**src/hdl/tsd_pkg.sv**
```systemverilog
`default_nettype none
package tsd_pkg;
  // widths
  localparam int DATA_W     = 32;
  localparam int SEL_W      = 8;
  localparam int OSC_CNT_W  = 16;
  localparam int NUM_OSC    = 4;
  localparam int CORE_W     = 8;
  localparam int REG_SEL_W  = 5;
  localparam int BP_W       = 2;
  localparam int CODE_W     = 3;
  localparam int MODE_W     = 8;

  // register numbers used as selector
  localparam logic [7:0] REG_BOOT_STATUS = 8'h03;
  localparam logic [7:0] REG_SECURITY    = 8'h05;
  localparam logic [7:0] REG_OSC_CTRL    = 8'h06;
  localparam logic [7:0] REG_OSC_CNT0    = 8'h07;
  localparam logic [7:0] REG_OSC_CNT1    = 8'h08;
  localparam logic [7:0] REG_OSC_CNT2    = 8'h09;
  localparam logic [7:0] REG_OSC_CNT3    = 8'h0A;
  localparam logic [7:0] REG_SAVED_SR    = 8'h10;
  localparam logic [7:0] REG_SAVED_PC    = 8'h11;
  localparam logic [7:0] REG_SAVED_SP    = 8'h12;
  localparam logic [7:0] REG_CORE_SEL    = 8'h13;
  localparam logic [7:0] REG_REG_SEL     = 8'h14;
  localparam logic [7:0] REG_CAUSE       = 8'h15;

  // field positions
  localparam int BOOT_TILE_LSB  = 16;
  localparam int BOOT_OTP_BIT   = 8;
  localparam int OSC_TILE_BIT   = 1;
  localparam int OSC_PERIPH_BIT = 0;
  localparam int CAUSE_BP_LSB   = 16;
  localparam int CAUSE_CORE_LSB = 8;

  // reset values
  localparam logic [1:0]        OSC_CTRL_RST = 2'h0;
  localparam logic [DATA_W-1:0] SAVED_RST    = 32'h0000_0000;
  localparam logic [CORE_W-1:0] CORE_RST     = 8'h00;
  localparam logic [BP_W-1:0]   BP_RST       = 2'h0;
  localparam logic [MODE_W-1:0] MODE_RST     = 8'h00;

  // debug interrupt cause codes
  typedef enum logic [CODE_W-1:0] {
    CAUSE_NONE       = 3'h0,
    CAUSE_HOST       = 3'h1,
    CAUSE_DEBUG_CALL = 3'h2,
    CAUSE_IBRK       = 3'h3,
    CAUSE_DWATCH     = 3'h4,
    CAUSE_RWATCH     = 3'h5
  } tsd_cause_t;
endpackage : tsd_pkg
`default_nettype wire

```
**src/hdl/tsd_cause_if.sv**
```systemverilog
`default_nettype none
interface tsd_cause_if;
  import tsd_pkg::*;
  tsd_cause_t             code;
  logic [BP_W-1:0]        bp_num;
  logic [CORE_W-1:0]      core_num;
  modport enc (output code, output bp_num, output core_num);
  modport top (input code, input bp_num, input core_num);
endinterface : tsd_cause_if
`default_nettype wire

```
**src/hdl/tsd_ring_counter.sv**
```systemverilog
`default_nettype none
module tsd_ring_counter
  import tsd_pkg::*;
(
  input  wire logic                 sys_clk,
  input  wire logic                 rstn,
  input  wire logic                 osc_level,
  input  wire logic                 run,
  output logic [OSC_CNT_W-1:0]      count
);
  typedef struct packed {
    logic                 sync1;
    logic                 sync2;
    logic                 prev;
    logic [OSC_CNT_W-1:0] cnt;
  } tsd_cnt_state_t;

  // defined start so the count is never unknown; reset leaves it alone
  tsd_cnt_state_t s_reg = '0;
  tsd_cnt_state_t s_next;

  // edges are seen only up to half the tile clock rate
  always_comb
  begin
    s_next       = s_reg;
    s_next.sync1 = osc_level;
    s_next.sync2 = s_reg.sync1;
    s_next.prev  = s_reg.sync2;
    if (run && s_reg.sync2 && !s_reg.prev)
    begin
      s_next.cnt = s_reg.cnt + 16'h0001;
    end
    // count survives reset so the bits keep their entropy
    if (!rstn)
    begin
      s_next.sync1 = 1'b0;
      s_next.sync2 = 1'b0;
      s_next.prev  = 1'b0;
    end
  end

  always_ff @(posedge sys_clk)
  begin
    s_reg <= s_next;
  end

  assign count = s_reg.cnt;

  AST_CNT_KEEP: assert property (@(posedge sys_clk)
    !rstn ##1 !rstn |-> $stable(count))
    else $error("counter changed during reset");
  AST_CNT_STEP: assert property (
    @(posedge sys_clk) disable iff (!rstn)
    (run && s_reg.sync2 && !s_reg.prev) |=>
    count == $past(count) + 16'h0001)
    else $error("counter missed an oscillator edge");
endmodule : tsd_ring_counter
`default_nettype wire

```
**src/hdl/tsd_cause_enc.sv**
```systemverilog
`default_nettype none
module tsd_cause_enc
  import tsd_pkg::*;
(
  input  wire logic              host_jtag_req,
  input  wire logic              debug_call_hit,
  input  wire logic [CORE_W-1:0] debug_call_core,
  input  wire logic [3:0]        ibrk_hit,
  input  wire logic [3:0]        dwatch_hit,
  input  wire logic [3:0]        rwatch_hit,
  input  wire logic [CORE_W-1:0] hit_core,
  tsd_cause_if.enc               cause
);
  // lowest set index among four hit lines
  function automatic logic [BP_W-1:0] lowest(input logic [3:0] v);
    logic [BP_W-1:0] n;
    n = 2'h0;
    for (int i = 3; i >= 0; i--)
    begin
      if (v[i])
      begin
        n = i[BP_W-1:0];
      end
    end
    return n;
  endfunction : lowest

  // cause priority follows the numeric order of the codes
  always_comb
  begin
    cause.code     = CAUSE_NONE;
    cause.bp_num   = BP_RST;
    cause.core_num = CORE_RST;
    if (host_jtag_req)
    begin
      cause.code = CAUSE_HOST;
    end
    else if (debug_call_hit)
    begin
      cause.code     = CAUSE_DEBUG_CALL;
      cause.core_num = debug_call_core;
    end
    else if (|ibrk_hit)
    begin
      cause.code     = CAUSE_IBRK;
      cause.bp_num   = lowest(ibrk_hit);
      cause.core_num = hit_core;
    end
    else if (|dwatch_hit)
    begin
      cause.code     = CAUSE_DWATCH;
      cause.bp_num   = lowest(dwatch_hit);
      cause.core_num = hit_core;
    end
    else if (|rwatch_hit)
    begin
      cause.code     = CAUSE_RWATCH;
      cause.bp_num   = lowest(rwatch_hit);
      cause.core_num = hit_core;
    end
  end
endmodule : tsd_cause_enc
`default_nettype wire

```
**src/hdl/tsd_status_regs.sv**
```systemverilog
`default_nettype none
module tsd_status_regs
  import tsd_pkg::*;
(
  input  wire logic              sys_clk,
  input  wire logic              rstn,
  input  wire logic              ps_rd_en,
  input  wire logic              ps_wr_en,
  input  wire logic [SEL_W-1:0]  ps_sel,
  input  wire logic [DATA_W-1:0] ps_wdata,
  output logic [DATA_W-1:0]      ps_rdata,
  output logic                   ps_rvalid,
  output logic                   ps_err,
  input  wire logic              debug_mode,
  input  wire logic [CORE_W-1:0] tile_number,
  input  wire logic              otp_boot_en,
  input  wire logic [MODE_W-1:0] boot_mode_pins,
  input  wire logic [DATA_W-1:0] security_word,
  input  wire logic [3:0]        osc_level,
  output logic [3:0]             osc_run,
  input  wire logic              dbg_enter,
  input  wire logic [DATA_W-1:0] saved_status_in,
  input  wire logic [DATA_W-1:0] saved_program_counter_in,
  input  wire logic [DATA_W-1:0] saved_stack_pointer_in,
  input  wire logic              host_jtag_req,
  input  wire logic              debug_call_hit,
  input  wire logic [CORE_W-1:0] debug_call_core,
  input  wire logic [3:0]        ibrk_hit,
  input  wire logic [3:0]        dwatch_hit,
  input  wire logic [3:0]        rwatch_hit,
  input  wire logic [CORE_W-1:0] hit_core
);
  ////////////////////////////////////////////////////////////////////////////
  // state
  typedef struct packed {
    logic [MODE_W-1:0]    mode_s1;
    logic [MODE_W-1:0]    mode_s2;
    logic [1:0]           osc_ctrl;
    logic [DATA_W-1:0]    saved_sr;
    logic [DATA_W-1:0]    saved_pc;
    logic [DATA_W-1:0]    saved_sp;
    logic [CORE_W-1:0]    core_sel;
    logic [REG_SEL_W-1:0] reg_sel;
    logic [BP_W-1:0]      bp_num;
    logic [CORE_W-1:0]    cause_core;
    logic [CODE_W-1:0]    cause_code;
    logic [DATA_W-1:0]    rdata;
    logic                 rvalid;
    logic                 err;
  } tsd_regs_state_t;

  localparam tsd_regs_state_t STATE_RST = '{
    mode_s1:    MODE_RST,
    mode_s2:    MODE_RST,
    osc_ctrl:   OSC_CTRL_RST,
    saved_sr:   SAVED_RST,
    saved_pc:   SAVED_RST,
    saved_sp:   SAVED_RST,
    core_sel:   CORE_RST,
    reg_sel:    5'h00,
    bp_num:     BP_RST,
    cause_core: CORE_RST,
    cause_code: CAUSE_NONE,
    rdata:      SAVED_RST,
    rvalid:     1'b0,
    err:        1'b0
  };

  tsd_regs_state_t s_reg;
  tsd_regs_state_t s_next;

  logic [OSC_CNT_W-1:0] osc_count [NUM_OSC];
  logic [DATA_W-1:0]    rd_word;

  tsd_cause_if cause_bus ();

  ////////////////////////////////////////////////////////////////////////////
  // decode helpers
  function automatic logic is_debug_reg(input logic [SEL_W-1:0] sel);
    return (sel >= REG_SAVED_SR) && (sel <= REG_CAUSE);
  endfunction : is_debug_reg

  function automatic logic is_mapped(input logic [SEL_W-1:0] sel);
    return (sel == REG_BOOT_STATUS) || (sel == REG_SECURITY) ||
           ((sel >= REG_OSC_CTRL) && (sel <= REG_OSC_CNT3)) ||
           is_debug_reg(sel);
  endfunction : is_mapped

  // registers that accept a write at all
  function automatic logic is_writable(input logic [SEL_W-1:0] sel);
    return (sel == REG_OSC_CTRL) ||
           ((sel >= REG_SAVED_PC) && (sel <= REG_CAUSE));
  endfunction : is_writable

  ////////////////////////////////////////////////////////////////////////////
  // oscillators: tile pair 0,1 and peripheral pair 2,3
  genvar gi;
  generate
    for (gi = 0; gi < NUM_OSC; gi++)
    begin : g_osc
      // oscillator runs off-clock; its level is synchronised here and its
      // edges counted on the tile clock
      tsd_ring_counter u_cnt (
        .sys_clk   (sys_clk),
        .rstn      (rstn),
        .osc_level (osc_level[gi]),
        .run       (osc_run[gi]),
        .count     (osc_count[gi])
      );
    end
  endgenerate

  // pair enables straight from the control bits
  assign osc_run = {{2{s_reg.osc_ctrl[OSC_PERIPH_BIT]}},
                    {2{s_reg.osc_ctrl[OSC_TILE_BIT]}}};

  ////////////////////////////////////////////////////////////////////////////
  // debug cause encoder
  tsd_cause_enc u_enc (
    .host_jtag_req   (host_jtag_req),
    .debug_call_hit  (debug_call_hit),
    .debug_call_core (debug_call_core),
    .ibrk_hit        (ibrk_hit),
    .dwatch_hit      (dwatch_hit),
    .rwatch_hit      (rwatch_hit),
    .hit_core        (hit_core),
    .cause           (cause_bus.enc)
  );

  ////////////////////////////////////////////////////////////////////////////
  // read mux; reserved positions are zero-filled
  always_comb
  begin
    rd_word = 32'h0000_0000;
    case (ps_sel)
      REG_BOOT_STATUS:
      begin
        rd_word[BOOT_TILE_LSB +: CORE_W] = tile_number;
        rd_word[BOOT_OTP_BIT]            = otp_boot_en;
        rd_word[MODE_W-1:0]              = s_reg.mode_s2;
      end
      REG_SECURITY:
        rd_word = security_word;
      REG_OSC_CTRL:
        rd_word[1:0] = s_reg.osc_ctrl;
      // counter reads are only stable while stopped
      REG_OSC_CNT0:
        rd_word[OSC_CNT_W-1:0] = osc_count[0];
      REG_OSC_CNT1:
        rd_word[OSC_CNT_W-1:0] = osc_count[1];
      REG_OSC_CNT2:
        rd_word[OSC_CNT_W-1:0] = osc_count[2];
      REG_OSC_CNT3:
        rd_word[OSC_CNT_W-1:0] = osc_count[3];
      REG_SAVED_SR:
        rd_word = s_reg.saved_sr;
      REG_SAVED_PC:
        rd_word = s_reg.saved_pc;
      REG_SAVED_SP:
        rd_word = s_reg.saved_sp;
      REG_CORE_SEL:
        rd_word[CORE_W-1:0] = s_reg.core_sel;
      REG_REG_SEL:
        rd_word[REG_SEL_W-1:0] = s_reg.reg_sel;
      REG_CAUSE:
      begin
        rd_word[CAUSE_BP_LSB +: BP_W]     = s_reg.bp_num;
        rd_word[CAUSE_CORE_LSB +: CORE_W] = s_reg.cause_core;
        rd_word[CODE_W-1:0]               = s_reg.cause_code;
      end
      default:
        rd_word = 32'h0000_0000;
    endcase
  end

  ////////////////////////////////////////////////////////////////////////////
  // next state: access port, debug capture, pin sync
  always_comb
  begin
    s_next         = s_reg;
    s_next.mode_s1 = boot_mode_pins;
    s_next.mode_s2 = s_reg.mode_s1;
    s_next.rvalid  = ps_rd_en;
    s_next.err     = 1'b0;
    // debug registers need debug mode for both directions
    if (ps_rd_en)
    begin
      if (is_mapped(ps_sel) && (debug_mode || !is_debug_reg(ps_sel)))
      begin
        s_next.rdata = rd_word;
      end
      else
      begin
        s_next.rdata = 32'h0000_0000;
        s_next.err   = 1'b1;
      end
    end
    if (ps_wr_en)
    begin
      if (!is_writable(ps_sel) ||
          (is_debug_reg(ps_sel) && !debug_mode))
      begin
        s_next.err = 1'b1;
      end
      else
      begin
        case (ps_sel)
          REG_OSC_CTRL:
            s_next.osc_ctrl = ps_wdata[1:0];
          REG_SAVED_PC:
            s_next.saved_pc = ps_wdata;
          REG_SAVED_SP:
            s_next.saved_sp = ps_wdata;
          REG_CORE_SEL:
            s_next.core_sel = ps_wdata[CORE_W-1:0];
          REG_REG_SEL:
            s_next.reg_sel = ps_wdata[REG_SEL_W-1:0];
          REG_CAUSE:
          begin
            s_next.bp_num     = ps_wdata[CAUSE_BP_LSB +: BP_W];
            s_next.cause_core = ps_wdata[CAUSE_CORE_LSB +: CORE_W];
            s_next.cause_code = ps_wdata[CODE_W-1:0];
          end
          default:
            s_next.err = 1'b1;
        endcase
      end
    end
    // hardware entry wins over a write in the same cycle
    if (dbg_enter)
    begin
      s_next.saved_sr   = saved_status_in;
      s_next.saved_pc   = saved_program_counter_in;
      s_next.saved_sp   = saved_stack_pointer_in;
      s_next.bp_num     = cause_bus.bp_num;
      s_next.cause_core = cause_bus.core_num;
      s_next.cause_code = cause_bus.code;
    end
    if (!rstn)
    begin
      s_next = STATE_RST;
    end
  end

  always_ff @(posedge sys_clk)
  begin
    s_reg <= s_next;
  end

  // registered answer, one cycle after the request
  assign ps_rdata  = s_reg.rdata;
  assign ps_rvalid = s_reg.rvalid;
  assign ps_err    = s_reg.err;

  ////////////////////////////////////////////////////////////////////////////
  // checks
  AST_BOOT_TILE: assert property (
    @(posedge sys_clk) disable iff (!rstn)
    (ps_rd_en && ps_sel == REG_BOOT_STATUS) |=>
    ps_rvalid && ps_rdata[23:16] == $past(tile_number))
    else $error("tile number wrong in boot status");

  AST_BOOT_OTP: assert property (
    @(posedge sys_clk) disable iff (!rstn)
    (ps_rd_en && ps_sel == REG_BOOT_STATUS) |=>
    ps_rdata[8] == $past(otp_boot_en) && ps_rdata[15:9] == 7'h00)
    else $error("otp boot bit wrong");

  // the pin synchroniser holds zero until two edges after reset
  AST_BOOT_PINS: assert property (
    @(posedge sys_clk) disable iff (!rstn)
    (ps_rd_en && ps_sel == REG_BOOT_STATUS && $stable(boot_mode_pins)
     && $past(boot_mode_pins) == $past(boot_mode_pins, 2)
     && $past(rstn) && $past(rstn, 2)) |=>
    ps_rdata[7:0] == $past(boot_mode_pins, 2))
    else $error("boot mode pins not reflected");

  AST_SECURITY: assert property (
    @(posedge sys_clk) disable iff (!rstn)
    (ps_rd_en && ps_sel == REG_SECURITY) |=>
    ps_rdata == $past(security_word) && !ps_err)
    else $error("security copy wrong");

  AST_OSC_RESET: assert property (@(posedge sys_clk)
    !rstn |=> osc_run == 4'h0)
    else $error("oscillators running after reset");

  AST_OSC_WRITE: assert property (
    @(posedge sys_clk) disable iff (!rstn)
    (ps_wr_en && ps_sel == REG_OSC_CTRL) |=>
    osc_run == {{2{$past(ps_wdata[0])}}, {2{$past(ps_wdata[1])}}})
    else $error("oscillator pair enable wrong");

  AST_CNT_READ: assert property (
    @(posedge sys_clk) disable iff (!rstn)
    (ps_rd_en && ps_sel == REG_OSC_CNT3) |=>
    ps_rdata[31:16] == 16'h0000 &&
    ps_rdata[15:0] == $past(osc_count[3]))
    else $error("counter read wrong");

  AST_SAVE: assert property (
    @(posedge sys_clk) disable iff (!rstn)
    dbg_enter |=> s_reg.saved_sr == $past(saved_status_in) &&
    s_reg.saved_pc == $past(saved_program_counter_in) &&
    s_reg.saved_sp == $past(saved_stack_pointer_in))
    else $error("debug entry did not save state");

  // a write, an edge with no write to it, then a readback
  AST_SEL_WRITE: assert property (
    @(posedge sys_clk) disable iff (!rstn)
    (ps_wr_en && debug_mode && ps_sel == REG_CORE_SEL)
    ##1 !(ps_wr_en && ps_sel == REG_CORE_SEL)
    ##1 (ps_rd_en && debug_mode && ps_sel == REG_CORE_SEL) |=>
    ps_rdata == {24'h000000, $past(ps_wdata[7:0], 3)})
    else $error("core select readback wrong");

  AST_REG_SEL: assert property (
    @(posedge sys_clk) disable iff (!rstn)
    (ps_wr_en && debug_mode && ps_sel == REG_REG_SEL) |=>
    s_reg.reg_sel == $past(ps_wdata[4:0]))
    else $error("register select not stored");

  AST_BP_LOW: assert property (
    @(posedge sys_clk) disable iff (!rstn)
    (dbg_enter && !host_jtag_req && !debug_call_hit &&
     ibrk_hit == 4'hA) |=>
    s_reg.bp_num == 2'h1 && s_reg.cause_code == 3'h3)
    else $error("lowest breakpoint not taken");

  AST_HOST_CAUSE: assert property (
    @(posedge sys_clk) disable iff (!rstn)
    (dbg_enter && host_jtag_req) |=>
    s_reg.cause_code == 3'h1 && s_reg.cause_core == 8'h00)
    else $error("host cause wrong");

  AST_RESERVED: assert property (
    @(posedge sys_clk) disable iff (!rstn)
    (ps_rd_en && ps_sel == REG_OSC_CTRL) |=>
    ps_rdata[31:2] == 30'h0)
    else $error("reserved bits not zero");
endmodule : tsd_status_regs
`default_nettype wire

```
**config.mk**
```make
export PLATFORM = sky130hd
export DESIGN_NAME = tsd_status_regs
export DESIGN_NICKNAME = d
export VERILOG_FILES = /design/src/hdl/tsd_pkg.sv /design/src/hdl/tsd_cause_if.sv /design/src/hdl/tsd_ring_counter.sv /design/src/hdl/tsd_cause_enc.sv /design/src/hdl/tsd_status_regs.sv
export SDC_FILE = /design/constraint.sdc
export NUM_CORES = 1
export LEC_CHECK = 0
export BUFFER_PORTS_ARGS = -buffer_cell sky130_fd_sc_hd__buf_2
export CORE_MARGIN = 4
export CORE_UTILIZATION = 56
export DETAILED_ROUTE_END_ITERATION = 16
export PLACE_DENSITY_LB_ADDON = 0.05
export SYNTH_ARGS = -nofsm -noshare
export SYNTH_HDL_FRONTEND = slang
export SYNTH_HIERARCHICAL = 1
export SYNTH_SLANG_ARGS = --single-unit
```
**constraint.sdc**
```tcl
create_clock -name sys_clk -period 2.17 [get_ports sys_clk]
set_input_delay 0.217 -clock sys_clk [delete_from_list [all_inputs] [get_ports sys_clk]]
set_output_delay 0.217 -clock sys_clk [all_outputs]
set_load 0.02 [all_outputs]
```
==> flow_metrics.py <==
metrics = {
    "worst_setup_path": {
        "timing.rr.end": "ps_rdata[12]",
        "required_ps": 2600,
        "crit_path_frequent_cell": "buf_12",
        "r2r_cells": 4,
        "crit_chain": "buf_2, buf_4, nor4_4, nand2_2, nor3_4, buf_12, buf_12, mux2i_1, a21oi_1, dlygate4sd3_1",
        "cpLargestDelayFamily": "buffers and inverters",
        "path_class": "primary input to register",
        "end_kind": "register",
        "cp.arrival_ps": 2530,
        "crit_slowest_cell": "dlygate4sd3_1",
        "r2r_slack_ps": 420,
        "rr_startpoint": "g_osc[3].u_cnt/count[12]",
        "start_kind": "primary input",
        "crit_path_max_incr_delay_ps": 580,
        "path_buf_inv": 5,
        "cp.depth": 10,
        "path_max_fanout": 8,
    },
    "floorplan": {
        "die_area_um2": 26510,
        "std_cell_rows": 56,
        "core_area_um2": 23540,
        "die_h_um": 162.8,
        "top_level_ports": 263,
        "die_w_um": 162.8,
        "initial_core_util_pct": 57.02,
    },
    "layout": {
        "fin_util_pct": 75.23,
        "largest_reg_flops": 138,
        "fin_cells": 2135,
        "final_layout_size_suffix_gt1_share_pct": 26.94,
        "fillers": 1623,
        "area.growth.synth_to_final_pct": 31.94,
        "design_area_um2": 17710,
        "nets": 2023,
    },
    "clock_network": {
        "clk_latency_ps": 550,
        "cts_tree": "yes",
        "clkTransAtPathRegs_ps": 60,
        "cts_root_buf": "clkbuf_16",
        "cts_buffer_depth": 3,
        "cts_num_sinks": 250,
        "cts_buffers": 28,
        "h-tree-depth": 1,
    },
    "global_route": {
        "grt_use_total_pct": 37.52,
        "grt_max_degree": 109,
        "antenna_found_initial": 2,
        "overflow": 0,
        "grt_pass1_vias": 13200,
        "grt_pass1_wl_mm": 77.21,
    },
    "detailed_routing": {
        "drt_iter0_markers": 1766,
        "route.vias.total": 13180,
        "ant_nets": 0,
        "avgViaCountPerCell": 6.171,
        "routed_wl_mm": 52.48,
        "drc": 0,
        "dr.pass1.iters": 6,
        "wl_per_cell_um": 24.58,
    },
    "power": {
        "p_total_uw": 11270,
        "seq_power_share_pct": 44.7,
        "p_clk_share_pct": 43.1,
        "pwr_density_cell_nw_per_um2": 636.2,
        "power.internal_uw": 8457,
        "switching_power_uw": 2811,
        "swShare_pct": 24.94,
        "power_leakage_uw": 0.007206,
        "combinationalPowerShare_pct": 12.2,
        "ir_drop_uv": 670.1,
    },
    "timing": {
        "finalSetupViolCount": 0,
        "drv_slew": 0,
        "tightest_slew_ps": 747.7,
        "fin_worst_skew_ps": 18.16,
        "hold_viol_final": 0,
        "timing.fmax_ghz": 0.4771,
        "max_slew_margin_pct": 48.86,
        "period_needed_ps": 2096,
        "post-route-period-util_pct": 96.59,
    },
    "status": {
        "outcome": "finished clean",
    },
    "job": {
        "drv_cap": 0,
    },
    "placed_design": {
        "gp_congestion": 1.005,
        "dp_hpwl_mm": 34.68,
        "placed_cells": 1903,
        "placed_cell_area_um2": 14890,
        "io_buffer_count": 262,
    },
    "min_path": {
        "hold_start": "security_word[24]",
        "min_to": "ps_rdata[24]",
        "hp-class": "primary input to register",
        "hold_depth": 3,
    },
    "synthesis": {
        "avgSynthCellArea_um2": 9.527,
        "syn_nets": 1638,
        "synthFlopType": "dfxtp_1",
        "ys_warn_count": 6,
        "netlist_area_um2": 13420,
        "synthCells": 1409,
        "synth_top_area_cell": "dfxtp_1",
        "synth_top_area_share_pct": 27.74,
        "ys_top_cells_by_count": "dfxtp_1, mux2i_1, o21ai_0",
        "synth-seq-cells": 250,
        "synth-edff-count": 64,
        "yosys.cell_count.top_type": "dfxtp_1",
        "ys_seq_area_share_pct": 42.05,
        "synth.distinct_cells": 82,
        "synthTopCellsByArea": "dfxtp_1, edfxtp_1, mux2i_1",
        "synthArstFlopShare_pct": 0,
    },
}
power by group through the flow:
stage	Clock [uW]	Sequential (uW)	Combinational [uW]
floorplan	0	5070	515
global placement	0	5110	1020
detailed placement	0	5120	1030
CTS	4880	5020	1290
global route	5070	5030	1460
finish	4860	5030	1380
cell type report:
class | count | area (um2) | share of cell area, %
tap | 319 | 399.1 | 2.253
sequential | 250 | 5645 | 31.87
timing repair buffer | 550 | 4078 | 23.02
inverter | 22 | 88.84 | 0.5016
antenna | 1 | 2.502 | 0.01413
multi-input combinational | 942 | 6553 | 36.99
clock inverter | 12 | 131.4 | 0.7417
clock buffer | 39 | 814.5 | 4.599
worst reg2reg max path, delay by kind of cell (launching register included):
| family | cells | cell delay [ps] |
|---|---|---|
| AOI/OAI and AO/OA | 3 | 960 |
| DFF | 1 | 500 |
| and+or+nand+nor | 1 | 140 |
cell families (layout without fill, tap and decap cells):
group	count (synthesis)	after routing	share of synthesized area [%]
AO/OA/AOI/OAI	349	349	16.37
XOR/XNOR	57	57	3.719
adder cells (fa/ha/maj)	4	4	0.3728
buffers and inverters	217	623	9.442
flip-flops	250	250	42.05
multiplexers	162	162	12.33
other	0	1	0
AND/OR/NAND/NOR	370	370	15.71
timing repair:
action                     in CTS  in global routing
hold endpoints to repair      128                  0
hold buffers                  170                  0
resized for setup               0                  8
setup endpoints to repair       0                 43
setup buffers                   0                  8
how the worst max path moves through the flow:
stage / startpoint / endpoint / slack, ps
after detailed placement: ps_sel[6] / ps_rdata[31] / -130
final: ps_sel[2] / s_reg[81] / 70
after CTS: ps_sel[2] / s_reg[86] / 60
after global routing: ps_sel[2] / s_reg[111] / -40
after floorplan: ps_sel[5] / ps_rdata[2] / 200
after global placement: ps_sel[6] / ps_rdata[28] / -130
layer usage:
layer	part of all wire (%)	vias to the layer above	track usage, %
li1	-	5825	-
met1	38	6318	47.01
met2	47	817	62.17
met3	8.8	213	7.315
met4	5.6	2	18.34
met5	0.025	-	0
cell usage in the layout (no fill, tap or decap), types with 5 or more instances in the layout:
cell type / Yosys / layout
a21oi_1: 102 / 102
a221oi_1: 8 / 8
a22o_1: 20 / 20
a22oi_1: 33 / 33
a31oi_1: 5 / 5
a32oi_1: 6 / 6
and2_1: 33 / 33
and3_1: 9 / 9
buf_12: 0 / 11
buf_2: 20 / 261
buf_4: 111 / 104
clkbuf_16: 0 / 31
clkbuf_8: 0 / 5
clkinv_2: 0 / 7
dfxtp_1: 186 / 186
dlygate4sd3_1: 0 / 170
edfxtp_1: 64 / 64
inv_1: 18 / 17
mux2_2: 7 / 7
mux2i_1: 153 / 151
nand2_1: 79 / 78
nand2b_1: 5 / 5
nand3_1: 34 / 34
nand3b_1: 6 / 6
nand4_1: 18 / 18
nor2_1: 90 / 90
nor2b_1: 10 / 7
nor3_1: 25 / 24
nor4_1: 7 / 7
nor4_2: 17 / 17
o21ai_0: 114 / 114
or3_1: 5 / 5
xnor2_1: 17 / 17
xor2_1: 40 / 40
stage by stage:
step           hold slack (ps)  setup TNS, ps  setup WS, ps
2_1_floorplan            338.7              0         196.8
3_3_place_gp             416.3         -879.5        -128.6
3_5_place_dp             417.7         -903.2        -133.7
4_1_cts                 0.4502              0         64.71
5_1_grt                  22.70         -111.0        -41.86
6_report                 4.659              0         74.09
Note: power is estimated with default switching activity, not from simulation.
